[src/dial_seq_pkg.sv]
// Functional notes
// - standard code 30 selects v22bis for the 2400 group, sole option.
// - 4800 group: code 41 v32 full duplex, code 42 ping-pong.
// - 9600 group: code 60 v32, 61 ping-pong, 63 v29 half duplex.
// - each speed group keeps its own latest selection independently.
// - carrier normal always accepted; forced off only on low-speed devices.
// - already off hook at dial start skips initial wait and dial tone check.
// - dial refused while on-line or sync mode two or three active.
// - parentheses and hyphens skipped but counted; buffer 40 or 255 chars.
// - busy result if result set three/four or wait modifier used.
// - no dialtone if set two/four lacks 1 s tone, or wait times out.
// - error on bad stored index or line plus stored string overflow.
// - no answer when quiet-answer silence not found before wait limit.
// - ok on terminal-ready abort, trailing semicolon, or terminal character.
// - digits dial either method; a-d, #, * tone only, skipped in pulse.
// - pulse modifier sets pulse for later calls; pulse at power-up.
// - tone modifier sets tone until pulse modifier, a pulse method select in idle, or reset.
// - wait modifier holds until dial tone; timeout hangs up, no dialtone.
// - comma pauses for pause_time seconds before next character.
// - quiet answer waits five seconds silence within limit, else no answer.
// - silence timing starts only after dial tone then signal over 210 ms.
// - hookflash goes on hook briefly then reconnects.
package dial_seq_pkg;
	localparam int unsigned CLK_HZ = 20_000_000;
	localparam int unsigned SEC_CYCLES = CLK_HZ;
	localparam int unsigned TICK_MS = 10;
	localparam int unsigned TICK_CYCLES = CLK_HZ / 1000 * TICK_MS;
	localparam int unsigned SIGNAL_MS = 210;
	localparam int unsigned SIGNAL_TICKS = SIGNAL_MS / TICK_MS + 1;
	localparam int unsigned DIALTONE_S = 1;
	localparam int unsigned SILENCE_S = 5;
	localparam int unsigned INIT_WAIT_S = 2;
	localparam int unsigned FLASH_MS = 500;
	localparam int unsigned FLASH_TICKS = FLASH_MS / TICK_MS;
	localparam int unsigned BUF_BASIC = 40;
	localparam int unsigned BUF_EXTENDED = 255;
	localparam int unsigned STORED_SLOTS = 4;
	localparam logic [7:0] CH_CR = 8'h0d;
	localparam logic [7:0] CH_COMMA = 8'h2c;
	localparam logic [7:0] CH_SEMI = 8'h3b;
	localparam logic [7:0] CH_WAIT = 8'h57;
	localparam logic [7:0] CH_QUIET = 8'h40;
	localparam logic [7:0] CH_FLASH = 8'h21;
	localparam logic [7:0] CH_PULSE = 8'h50;
	localparam logic [7:0] CH_TONE = 8'h54;
	localparam logic [7:0] CH_LPAR = 8'h28;
	localparam logic [7:0] CH_RPAR = 8'h29;
	localparam logic [7:0] CH_HYPH = 8'h2d;
	localparam logic [7:0] CH_SPACE = 8'h20;
	// speed group selection codes
	localparam logic [6:0] STD_2400 = 7'd30;
	localparam logic [6:0] STD_4800_FD = 7'd41;
	localparam logic [6:0] STD_4800_PP = 7'd42;
	localparam logic [6:0] STD_9600_FD = 7'd60;
	localparam logic [6:0] STD_9600_PP = 7'd61;
	localparam logic [6:0] STD_9600_HD = 7'd63;
	typedef enum logic [1:0] {
		MOD_V32 = 2'h0,
		MOD_PINGPONG = 2'h1,
		MOD_V29_HDX = 2'h2,
		MOD_V22BIS = 2'h3
	} mod_std_e;
	typedef enum logic [2:0] {
		RES_NONE = 3'h0,
		RES_OK = 3'h1,
		RES_ERROR = 3'h2,
		RES_BUSY = 3'h3,
		RES_NO_DIALTONE = 3'h4,
		RES_NO_ANSWER = 3'h5,
		RES_DIALED = 3'h6
	} result_e;
	typedef struct packed {
		logic on_line;
		logic sync_mode_two;
		logic sync_mode_three;
		logic result_set_two;
		logic result_set_three;
		logic result_set_four;
		logic [7:0] carrier_wait_time;
		logic [7:0] pause_time;
	} cfg_s;
	typedef struct packed {
		logic dial_tone;
		logic busy_tone;
		logic other_signal;
	} line_s;
	typedef struct packed {
		logic valid;
		logic tone;
		logic [7:0] symbol;
	} digit_s;
endpackage

[src/modem_dial_command_sequencer.sv]
`timescale 1ns/1ps
`default_nettype none
module modem_dial_command_sequencer
	import dial_seq_pkg::*;
#(
	parameter int unsigned BUF_CHARS = BUF_BASIC,
	parameter int unsigned TICK_LEN = TICK_CYCLES
) (
	input wire logic i_clk_sys,
	input wire logic i_rst,
	input wire logic i_char_valid,
	input wire logic [7:0] i_char,
	input wire logic i_dial_start,
	input wire logic i_std_valid,
	input wire logic [6:0] i_std_code,
	input wire logic i_carrier_valid,
	input wire logic i_carrier_off_req,
	input wire logic i_low_speed,
	input wire logic i_method_valid,
	input wire logic i_method_tone,
	input wire logic i_stored_valid,
	input wire logic [2:0] i_stored_index,
	input wire logic [8:0] i_stored_len,
	input wire cfg_s i_cfg,
	input wire line_s i_line_async,
	input wire logic i_term_ready_abort,
	output logic o_cmd_reject,
	output mod_std_e o_std_4800,
	output mod_std_e o_std_9600,
	output mod_std_e o_std_2400,
	output logic o_tx_carrier_forced_off,
	output logic o_tone_mode,
	output logic o_off_hook,
	output logic o_originate,
	output digit_s o_digit,
	output logic o_busy,
	output logic o_result_valid,
	output result_e o_result
);
	initial begin
		if (BUF_CHARS != BUF_BASIC && BUF_CHARS != BUF_EXTENDED)
			$error("buffer size must be basic or extended");
		if (TICK_LEN < 1 || TICK_LEN > 1048576)
			$error("tick length must fit the 20-bit tick counter");
	end

	typedef enum logic [2:0] {
		ST_IDLE = 3'h0,
		ST_INIT = 3'h1,
		ST_RUN = 3'h3,
		ST_WAIT = 3'h2,
		ST_PAUSE = 3'h6,
		ST_QUIET = 3'h7,
		ST_FLASH = 3'h5,
		ST_DONE = 3'h4
	} state_e;

	function automatic logic is_digit(input logic [7:0] c);
		return c >= 8'h30 && c <= 8'h39;
	endfunction
	function automatic logic is_tone_sym(input logic [7:0] c);
		return (c >= 8'h41 && c <= 8'h44) || c == 8'h23 || c == 8'h2a;
	endfunction

	state_e state_q;
	line_s line_m_q, line_q;
	logic [19:0] tick_cnt_q;
	logic tick;
	logic [15:0] timer_q;
	logic [15:0] limit_q;
	logic [15:0] sub_q;
	logic [8:0] count_q;
	logic used_wait_q, heard_tone_q, armed_q, saw_tone_q;
	logic [15:0] wait_ticks, pause_ticks;

	assign wait_ticks = 16'(i_cfg.carrier_wait_time) * 16'd100;
	assign pause_ticks = 16'(i_cfg.pause_time) * 16'd100;

	// two-stage sync of line detectors, they come from the analog front end
	always_ff @(posedge i_clk_sys) begin
		if (i_rst) begin
			line_m_q <= '0;
			line_q <= '0;
		end else begin
			line_m_q <= i_line_async;
			line_q <= line_m_q;
		end
	end

	// 10 ms tick keeps the second-scale timers narrow
	always_ff @(posedge i_clk_sys) begin
		if (i_rst || tick_cnt_q == 20'(TICK_LEN - 1)) begin
			tick_cnt_q <= '0;
		end else begin
			tick_cnt_q <= tick_cnt_q + 20'd1;
		end
	end
	assign tick = tick_cnt_q == 20'(TICK_LEN - 1);

	// per-group standard selection, newest in a group wins
	always_ff @(posedge i_clk_sys) begin
		if (i_rst) begin
			o_std_2400 <= MOD_V22BIS;
			o_std_4800 <= MOD_V32;
			o_std_9600 <= MOD_V32;
		end else if (i_std_valid) begin
			unique case (i_std_code)
				STD_2400: o_std_2400 <= MOD_V22BIS;
				STD_4800_FD: o_std_4800 <= MOD_V32;
				STD_4800_PP: o_std_4800 <= MOD_PINGPONG;
				STD_9600_FD: o_std_9600 <= MOD_V32;
				STD_9600_PP: o_std_9600 <= MOD_PINGPONG;
				STD_9600_HD: o_std_9600 <= MOD_V29_HDX;
				default: ;
			endcase
		end
	end

	// carrier control; forced off refused on high-speed devices
	always_ff @(posedge i_clk_sys) begin
		if (i_rst) begin
			o_tx_carrier_forced_off <= 1'b0;
		end else if (i_carrier_valid) begin
			if (!i_carrier_off_req) begin
				o_tx_carrier_forced_off <= 1'b0;
			end else if (i_low_speed) begin
				o_tx_carrier_forced_off <= 1'b1;
			end
		end
	end

	// command-level rejects, one-cycle pulse
	always_comb begin
		o_cmd_reject = 1'b0;
		if (i_std_valid && !(i_std_code inside {STD_2400, STD_4800_FD, STD_4800_PP,
				STD_9600_FD, STD_9600_PP, STD_9600_HD}))
			o_cmd_reject = 1'b1;
		if (i_carrier_valid && i_carrier_off_req && !i_low_speed)
			o_cmd_reject = 1'b1;
	end

	// dialing method persists across calls, pulse at reset
	always_ff @(posedge i_clk_sys) begin
		if (i_rst) begin
			o_tone_mode <= 1'b0;
		end else if (i_method_valid && state_q == ST_IDLE) begin
			o_tone_mode <= i_method_tone;
		end else if (state_q == ST_RUN && i_char_valid) begin
			if (i_char == CH_PULSE)
				o_tone_mode <= 1'b0;
			else if (i_char == CH_TONE)
				o_tone_mode <= 1'b1;
		end
	end

	// dial sequencer; one character consumed at a time, left to right
	always_ff @(posedge i_clk_sys) begin
		if (i_rst) begin
			state_q <= ST_IDLE;
			o_off_hook <= 1'b0;
			o_originate <= 1'b0;
			o_digit <= '0;
			o_busy <= 1'b0;
			o_result_valid <= 1'b0;
			o_result <= RES_NONE;
			timer_q <= '0;
			limit_q <= '0;
			sub_q <= '0;
			count_q <= '0;
			used_wait_q <= 1'b0;
			heard_tone_q <= 1'b0;
			armed_q <= 1'b0;
			saw_tone_q <= 1'b0;
		end else begin
			o_digit.valid <= 1'b0;
			o_result_valid <= 1'b0;
			if (tick)
				timer_q <= timer_q + 16'd1;
			unique case (state_q)
				ST_IDLE: begin
					if (i_dial_start) begin
						if (i_cfg.on_line || i_cfg.sync_mode_two || i_cfg.sync_mode_three) begin
							o_result <= RES_ERROR;
							o_result_valid <= 1'b1;
						end else if (i_stored_valid && (32'(i_stored_index) >= STORED_SLOTS
								|| 32'(i_stored_len) > BUF_CHARS)) begin
							o_result <= RES_ERROR;
							o_result_valid <= 1'b1;
						end else begin
							o_busy <= 1'b1;
							o_originate <= 1'b1;
							count_q <= i_stored_valid ? i_stored_len : 9'd0;
							used_wait_q <= 1'b0;
							heard_tone_q <= 1'b0;
							timer_q <= '0;
							// already off hook: straight to the dial string
							state_q <= o_off_hook ? ST_RUN : ST_INIT;
							o_off_hook <= 1'b1;
						end
					end
				end
				ST_INIT: begin
					if (line_q.dial_tone && tick)
						sub_q <= sub_q + 16'd1;
					if (32'(sub_q) >= DIALTONE_S * 100)
						heard_tone_q <= 1'b1;
					if (32'(timer_q) >= INIT_WAIT_S * 100) begin
						sub_q <= '0;
						if ((i_cfg.result_set_two || i_cfg.result_set_four) && !heard_tone_q) begin
							o_result <= RES_NO_DIALTONE;
							o_result_valid <= 1'b1;
							o_off_hook <= 1'b0;
							o_busy <= 1'b0;
							state_q <= ST_IDLE;
						end else begin
							state_q <= ST_RUN;
						end
					end
				end
				ST_RUN: begin
					if (i_term_ready_abort) begin
						o_result <= RES_OK;
						o_result_valid <= 1'b1;
						o_off_hook <= 1'b0;
						o_busy <= 1'b0;
						state_q <= ST_IDLE;
					end else if (line_q.busy_tone && (i_cfg.result_set_three
							|| i_cfg.result_set_four || used_wait_q)) begin
						o_result <= RES_BUSY;
						o_result_valid <= 1'b1;
						o_off_hook <= 1'b0;
						o_busy <= 1'b0;
						state_q <= ST_IDLE;
					end else if (i_char_valid) begin
						count_q <= count_q + 9'd1;
						timer_q <= '0;
						sub_q <= '0;
						if (32'(count_q) >= BUF_CHARS) begin
							o_result <= RES_ERROR;
							o_result_valid <= 1'b1;
							o_off_hook <= 1'b0;
							o_busy <= 1'b0;
							state_q <= ST_IDLE;
						end else if (is_digit(i_char) || (is_tone_sym(i_char) && o_tone_mode)) begin
							o_digit <= '{valid: 1'b1, tone: o_tone_mode, symbol: i_char};
						end else if (i_char == CH_WAIT) begin
							used_wait_q <= 1'b1;
							state_q <= ST_WAIT;
						end else if (i_char == CH_COMMA) begin
							state_q <= ST_PAUSE;
						end else if (i_char == CH_QUIET) begin
							armed_q <= 1'b0;
							saw_tone_q <= 1'b0;
							state_q <= ST_QUIET;
						end else if (i_char == CH_FLASH) begin
							o_off_hook <= 1'b0;
							state_q <= ST_FLASH;
						end else if (i_char == CH_SEMI) begin
							o_result <= RES_OK;
							state_q <= ST_DONE;
						end else if (i_char == CH_CR) begin
							o_result <= RES_DIALED;
							state_q <= ST_DONE;
						end
						// parentheses, hyphens, pulse-mode tone symbols: counted only
					end
				end
				ST_WAIT: begin
					if (line_q.dial_tone) begin
						state_q <= ST_RUN;
					end else if (timer_q >= wait_ticks) begin
						o_result <= RES_NO_DIALTONE;
						o_result_valid <= 1'b1;
						o_off_hook <= 1'b0;
						o_busy <= 1'b0;
						state_q <= ST_IDLE;
					end
				end
				ST_PAUSE: begin
					if (timer_q >= pause_ticks)
						state_q <= ST_RUN;
				end
				ST_QUIET: begin
					// silence only counts after dial tone then a long signal
					if (line_q.dial_tone)
						saw_tone_q <= 1'b1;
					if (tick)
						// dial tone itself must not arm the silence timer
						sub_q <= line_q.other_signal && saw_tone_q
							? sub_q + 16'd1 : (armed_q ? sub_q + 16'd1 : 16'd0);
					if (!armed_q && 32'(sub_q) >= SIGNAL_TICKS && !line_q.other_signal) begin
						armed_q <= 1'b1;
						sub_q <= '0;
					end
					if (armed_q && (line_q.other_signal || line_q.dial_tone))
						sub_q <= '0;
					if (armed_q && 32'(sub_q) >= SILENCE_S * 100) begin
						state_q <= ST_RUN;
					end else if (timer_q >= wait_ticks) begin
						o_result <= RES_NO_ANSWER;
						o_result_valid <= 1'b1;
						o_off_hook <= 1'b0;
						o_busy <= 1'b0;
						state_q <= ST_IDLE;
					end
				end
				ST_FLASH: begin
					if (32'(timer_q) >= FLASH_TICKS) begin
						o_off_hook <= 1'b1;
						state_q <= ST_RUN;
					end
				end
				ST_DONE: begin
					o_result_valid <= 1'b1;
					o_busy <= 1'b0;
					state_q <= ST_IDLE;
				end
			endcase
			// a terminal character during a timed wait aborts with ok
			if (i_char_valid && state_q inside {ST_INIT, ST_WAIT, ST_PAUSE, ST_QUIET, ST_FLASH}) begin
				o_result <= RES_OK;
				o_result_valid <= 1'b1;
				o_off_hook <= 1'b0;
				o_busy <= 1'b0;
				state_q <= ST_IDLE;
			end
		end
	end

	a_reject_online: assert property (@(posedge i_clk_sys) disable iff (i_rst)
		state_q == ST_IDLE && i_dial_start && i_cfg.on_line |=> o_result_valid && o_result == RES_ERROR && !o_busy)
		else $error("dial accepted while on-line");
	a_pulse_drops: assert property (@(posedge i_clk_sys) disable iff (i_rst)
		state_q == ST_RUN && i_char_valid && !o_tone_mode && i_char == 8'h23 && !i_term_ready_abort
		&& 32'(count_q) < BUF_CHARS |=> !o_digit.valid)
		else $error("tone symbol dialed in pulse mode");
	a_digit_out: assert property (@(posedge i_clk_sys) disable iff (i_rst)
		state_q == ST_RUN && i_char_valid && is_digit(i_char) && !i_term_ready_abort && !line_q.busy_tone
		&& 32'(count_q) < BUF_CHARS |=> o_digit.valid && o_digit.symbol == $past(i_char))
		else $error("digit not dialed");
	a_offhook_skip: assert property (@(posedge i_clk_sys) disable iff (i_rst)
		state_q == ST_IDLE && i_dial_start && o_off_hook && !i_cfg.on_line && !i_cfg.sync_mode_two
		&& !i_cfg.sync_mode_three && !i_stored_valid |=> state_q == ST_RUN)
		else $error("off-hook dial did not skip waits");
	a_flash_onhook: assert property (@(posedge i_clk_sys) disable iff (i_rst)
		state_q == ST_FLASH |-> !o_off_hook)
		else $error("hookflash left line connected");
	a_carrier_hs: assert property (@(posedge i_clk_sys) disable iff (i_rst)
		i_carrier_valid && i_carrier_off_req && !i_low_speed |=> $stable(o_tx_carrier_forced_off))
		else $error("high-speed device took carrier off");
	a_pp_select: assert property (@(posedge i_clk_sys) disable iff (i_rst)
		i_std_valid && i_std_code == STD_4800_PP |=> o_std_4800 == MOD_PINGPONG && $stable(o_std_9600))
		else $error("4800 ping-pong selection wrong");
	a_wait_timeout: assert property (@(posedge i_clk_sys) disable iff (i_rst)
		state_q == ST_WAIT && !line_q.dial_tone && !i_char_valid && timer_q >= wait_ticks
		|=> o_result == RES_NO_DIALTONE && !o_off_hook)
		else $error("wait timeout not reported");
	a_tone_reset: assert property (@(posedge i_clk_sys)
		i_rst |=> !o_tone_mode)
		else $error("reset did not restore pulse");
endmodule // modem_dial_command_sequencer
`default_nettype wire

[config.mk]
export PLATFORM = sky130hd
export DESIGN_NAME = modem_dial_command_sequencer
export DESIGN_NICKNAME = d
export VERILOG_FILES = /design/src/dial_seq_pkg.sv /design/src/modem_dial_command_sequencer.sv
export SDC_FILE = /design/constraint.sdc
export NUM_CORES = 1
export LEC_CHECK = 0
export BUFFER_PORTS_ARGS = -buffer_cell sky130_fd_sc_hd__buf_2
export CAP_MARGIN = 5
export CELL_PAD_IN_SITES_DETAIL_PLACEMENT = 1
export CELL_PAD_IN_SITES_GLOBAL_PLACEMENT = 1
export CORE_ASPECT_RATIO = 0.6
export CORE_MARGIN = 3
export CORE_UTILIZATION = 48
export DETAILED_ROUTE_END_ITERATION = 6
export PLACE_DENSITY = 0.86
export REMOVE_ABC_BUFFERS = 1
export SYNTH_ARGS = -nofsm -noshare
export SYNTH_HDL_FRONTEND = slang
export SYNTH_SLANG_ARGS = --single-unit
[constraint.sdc]
create_clock -name i_clk_sys -period 17 [get_ports i_clk_sys]
set_input_delay 4.25 -clock i_clk_sys [delete_from_list [all_inputs] [get_ports i_clk_sys]]
set_output_delay 4.25 -clock i_clk_sys [all_outputs]
set_load 0.01 [all_outputs]
* After elaboration in Yosys (flattened, before gate mapping) *
Cells that the tools add are included.

word-level totals
  register bits = 97
  input bits = 64
  output and inout bits = 26
  word-level logic and storage cells = 347

cells by class
  add/sub/neg operators = 4
  multiply operators = 2
  magnitude comparators = 14
  eq/ne operators = 76
  multiplexer cells = 148
  bitwise logic cells = 7
  reductions and logical operators = 68

operators by type and width
  operator                 number
  $mux W16                 17
  $mux W3                  40
  $mux W1                  67
  $mux W9                  7
  $pmux W16 S3             1
  $ne A2 B2 Y1 const B     21
  $eq A8 B6 Y1 const B     5
  $reduce_and A10 Y1       4
  $eq A7 B6 Y1 const B     5
  $add A16 B1 Y16 const B  2
  $eq A8 B7 Y1 const B     4
  $ge A16 B15 Y1           2
  $pmux W16 S2             1
  $reduce_and A16 Y1       2
  $ne A6 B5 Y1 const B     5
  $mul A8 B5 Y13 const B   2
  $ne A5 B5 Y1 const B     5
  $pmux W3 S8              1
  $reduce_bool A6 Y1       4
  $ne A3 B2 Y1 const B     7
  $add A20 B1 Y20 const B  1
  $eq A20 B18 Y1 const B   1
  $logic_and A1 B1 Y1      18
  $pmux W1 S6              3
  other kinds (53)         94

* Logic depth before layout (Yosys ltp) *
  depth after elaboration = 14
  depth in mapped cells = 19
  depth with buffers taken out = 19

* Worst setup path before layout *
No wires, ideal clock.

  kind = input port to output port
  from = in i_std_code[1]
  to = out o_cmd_reject
  data arrival time = 4.821 ns
  required time = 12.750 ns
  path slack = 7.929 ns
  cell stages on the path = 6
  path buffers = 0
  path through = nor3_1 > a21oi_1 > o22ai_1 > nand3_1 > nand3_1 > nand2_1

between the ends
  word-level cells in the longest chain between the ends = 6
  elaborated cells between the ends (all ways) = 11
  classes of those cells = eq/ne (6); mux (2); reduce/logical (3)

ends and longest elaborated chain
  element                                       line                                 RTL
  start, declared                               modem_dial_command_sequencer.sv:15   input wire logic [6:0] i_std_code,
  $eq A7 B5 Y1 or $eq A7 B6 Y1 (tied branches)  --
  $reduce_bool A6 Y1 *                          modem_dial_command_sequencer.sv:135  if (i_std_valid && !(i_std_code inside {STD_2400, STD_4800_FD, STD_4800_PP,
  $logic_not A1 Y1 *                            modem_dial_command_sequencer.sv:135
  $logic_and A1 B1 Y1 *                         modem_dial_command_sequencer.sv:135
  $mux W1 *                                     modem_dial_command_sequencer.sv:135
  $mux W1 *                                     modem_dial_command_sequencer.sv:138  if (i_carrier_valid && i_carrier_off_req && !i_low_speed)
  end, declared                                 modem_dial_command_sequencer.sv:27   output logic o_cmd_reject,

Mark *: on every way between the ends. The rest lies on a longest branch, timed or not.

* Final worst setup path *
Ends and elaborated chain as after synthesis.

==> results.txt <==
CTS tree - done
fraction of registers with async set/reset - 0%
Required @ worst endpoint - 12750 ps
worst-margin pin slew - 1290 ps
source of the worst hold timing path - line_m_q[0]
Critical Path, Cell by Cell - buf_2 > nor3_1 > a21oi_1 > o22ai_1 > nand3_1 > nand3_1 > nand2_1 > buf_2
Post-Synthesis Mean Instance Area - 8.24 µm²
P_leak - 3.31 nW
number of global-route vias before repair - 6877
Setup Total Neg Slack - 0 ps
clock network fraction of total power - 28.3%
Final ANT Viol Nets - 0
register-to-register setup slack - 13760 ps
Multi-input gate area - 0.00470 mm²
worst hold path class - flop to flop
Tmin final - 9380 ps
Cell Int Power - 0.000439 W
sequential standard cell area - 0.00192 mm²
Pre-Repair DR Iteration Count - 5
share of Yosys cell area claimed by the top area cell type - 27.7%
Setup-failing EPs final - 0
Max Fclk - 107 MHz
highest-delay cell along the critical path - sky130_fd_sc_hd__nor3_1
sequential-to-total area share from yosys stat - 27.7%
largest net degree at the start of global routing - 46
Layout Cells excl Fill - 1103
Detailed Route Iter0 Violations - 395
overall routed net length - 20.1 mm
largest buffer count on any clock path - 2
number of buffers inserted by port buffering - 84
headroom to the max-slew limit - 13.7%
filler cell count in the final layout - 1735
run status - finished, final reports clean
cell depth of the worst hold path - 1
crit share post-route - 55.2%
root buf cell - sky130_fd_sc_hd__clkbuf_16
total grt overflow - 0
worst reg2reg startpoint - state_q[1]
count of instances resized after the clock tree is built - 0
Critical Path Fanout Max - 6
final setup slack of the worst path - 7620 ps
count of maximum capacitance violations - 0
Post-Synthesis Cells - 841
half-perimeter wire length after detailed placement - 15.7 mm
Die Span X - 161 µm
GRT Util Overall - 25.5%
detailed-route via count - 6475
I/O pin count - 90
setup repair after global routing missed its margin - no
post-synthesis cell type count - 68
initial core utilization - 50.0%
peak supply drop - 0.0483 mV
hold-critical path endpoint - line_q[0]
clock slew seen by the registers of the worst setup and hold paths - 80 ps
Area Overhead vs Synth - 11.6%
cell total after placement - 1087
Top FF cell, synth - sky130_fd_sc_hd__dfxtp_1
depth of the worst register-to-register path - 5
row count - 33
Cell Pwr Density - 91.4 mW/mm²
later-pin clock latency in the skew report - 350 ps
Routed wire per std cell - 18.2 µm
combined area of all synthesized cells - 0.00693 mm²
sinks on the clock net - 96
combinational group share of total power - 34.9%
endpoint arrival time on the critical path - 5130 ps
reported net switching power - 0.000268 W
slowest cell delay on critical path - 190 ps
cts-stage hold buffer count - 0
fraction of power consumed by sequential logic - 36.8%
DRC violations left - 0
Core Footprint - 0.0139 mm²
kind of start point of the critical path - primary input
capturing element type of the critical path - primary output
count of state elements after synthesis - 96
commonest cells after routing, fill and taps aside - sky130_fd_sc_hd__nor2_1, sky130_fd_sc_hd__dfxtp_1, sky130_fd_sc_hd__ha_1
# Post-CTS Setup Buffers - 0
vertical die dimension - 99.1 µm
worst setup slack before clock tree synthesis - 7630 ps
leading cell types by total area after synthesis - sky130_fd_sc_hd__dfxtp_1, sky130_fd_sc_hd__ha_1, sky130_fd_sc_hd__nor2_1
Num CTS Buffers - 9
antenna violations before repair - 0
worst setup path category - primary input to primary output
post-route clock skew - 11.0 ps
count of final hold-check violations - 0
ratio of cells with drive above 1 in the final layout - 12.7%
total die area - 0.0160 mm²
count of antenna diodes in the layout - 0
most common library cell in the layout ignoring fill and taps - sky130_fd_sc_hd__nor2_1
Yosys Warn Count - 0
average vias per placed instance - 5.87
first-pass GRT wire length - 33.5 mm
post-synth top area cell - sky130_fd_sc_hd__dfxtp_1
Routability Congestion - 0.907
max-slew violation count - 0
endpoint of the worst register-to-register path - o_digit[2]
switching share of power - 37.9%
smallest hold slack - 471 ps
Max H-tree Level - 3
count of flip-flops with a built-in enable after synthesis - 0
# nets final - 1066
[worst max-delay path: cells and delay by family]
kind	cells	cell delay [ps]
and+or+nand+nor	4	430
AOI/OAI and AO/OA	2	190
buffers and inverters	2	270
[worst max path at each step]
stage | from | endpoint | slack (ps) | cells past startpoint
final | i_std_code[1] | o_cmd_reject | 7620 | 8
after global routing | i_std_code[1] | o_cmd_reject | 7560 | 8
after CTS | i_std_code[1] | o_cmd_reject | 7630 | 8
after detailed placement | i_std_code[1] | o_cmd_reject | 7630 | 8
after global placement | i_std_code[1] | o_cmd_reject | 7650 | 8
after floorplan | i_std_code[1] | o_cmd_reject | 7930 | 6
[registers in the layout (all words and copies together), names as in the netlist]
name and cells:
o_tone_mode 1, o_std_9600 2, used_wait_q 1, armed_q 1, o_digit 10, sub_q 16
o_off_hook 1, line_q 3, o_originate 1, o_result 3, o_std_4800 1, tick_cnt_q 20
o_result_valid 1, count_q 9, line_m_q 3, heard_tone_q 1, o_busy 1, state_q 3
timer_q 16, o_tx_carrier_forced_off 1, saw_tone_q 1
[power by group through the flow]
stage                     logic [W]  clock network (W)  registers [W]
after floorplan            0.000167                  0       0.000260
final                      0.000247           0.000200       0.000260
after detailed placement   0.000242                  0       0.000264
after global routing       0.000277           0.000214       0.000262
after CTS                  0.000247           0.000202       0.000259
after global placement     0.000228                  0       0.000263
[metrics by stage]
| step | total power [W] | area, µm² | util [%] |
|---|---|---|---|
| after floorplan | 0.000427 | 6770 | - |
| after global placement | 0.000491 | 7440 | 53.7 |
| after detailed placement | 0.000506 | 7440 | 53.7 |
| after CTS | 0.000708 | 7730 | 55.7 |
| after global routing | 0.000752 | 7730 | 55.7 |
| final | 0.000707 | 7730 | 55.7 |
[Yosys cell counts (3+ instances only)]
master and count:
sky130_fd_sc_hd__a211oi_1 10, sky130_fd_sc_hd__a21o_1 9, sky130_fd_sc_hd__a21oi_1 50, sky130_fd_sc_hd__a221oi_1 3, sky130_fd_sc_hd__a311oi_1 5, sky130_fd_sc_hd__a31oi_1 9
sky130_fd_sc_hd__a41oi_1 3, sky130_fd_sc_hd__and2_1 6, sky130_fd_sc_hd__and3_1 17, sky130_fd_sc_hd__buf_2 9, sky130_fd_sc_hd__buf_4 5, sky130_fd_sc_hd__clkbuf_1 14
sky130_fd_sc_hd__dfxtp_1 96, sky130_fd_sc_hd__fa_1 6, sky130_fd_sc_hd__ha_1 90, sky130_fd_sc_hd__inv_1 40, sky130_fd_sc_hd__mux2i_1 13, sky130_fd_sc_hd__nand2_1 71
sky130_fd_sc_hd__nand2b_1 10, sky130_fd_sc_hd__nand3_1 26, sky130_fd_sc_hd__nand3b_1 6, sky130_fd_sc_hd__nand4_1 16, sky130_fd_sc_hd__nor2_1 99, sky130_fd_sc_hd__nor2b_1 14
sky130_fd_sc_hd__nor3_1 21, sky130_fd_sc_hd__nor3b_1 3, sky130_fd_sc_hd__nor4_1 10, sky130_fd_sc_hd__nor4b_1 3, sky130_fd_sc_hd__nor4bb_1 3, sky130_fd_sc_hd__o211ai_1 8
sky130_fd_sc_hd__o21a_1 3, sky130_fd_sc_hd__o21ai_0 36, sky130_fd_sc_hd__o21bai_1 5, sky130_fd_sc_hd__o22ai_1 4, sky130_fd_sc_hd__o311ai_0 6, sky130_fd_sc_hd__o31ai_1 5
sky130_fd_sc_hd__or2_2 3, sky130_fd_sc_hd__or3_1 8, sky130_fd_sc_hd__or4_1 5, sky130_fd_sc_hd__xnor2_1 25, sky130_fd_sc_hd__xor2_1 32
[kinds of logic after synthesis]
kind of cell	after synthesis	share of synthesized area, %
buffers and inverters	72	4.55
AND/OR/NAND/NOR	329	23.7
adder cells (fa/ha/maj)	96	18.0
XOR/XNOR	57	7.20
multiplexers	14	2.04
other	2	0.108
AO/OA/AOI/OAI	175	16.7
flip-flops	96	27.7
[area by class of cell]
class | count | share of cell area (%)
Multi-Input combinational cell | 674 | 60.8
Tap cell | 192 | 3.11
Sequential cell | 96 | 24.9
Timing Repair Buffer | 85 | 5.53
Inverter | 40 | 1.94
Clock buffer | 9 | 2.91
Clock inverter | 7 | 0.825
[per-layer routing]
layer / wire, µm / up-vias / global-route usage [%]
li1: - / 3147 / -
met1: 9340 / 3138 / 32.5
met2: 9380 / 159 / 43.9
met3: 1120 / 31 / 6.05
met4: 260 / 0 / 6.15
met5: 0 / - / 0
Note: power is estimated with default switching activity, not from simulation.
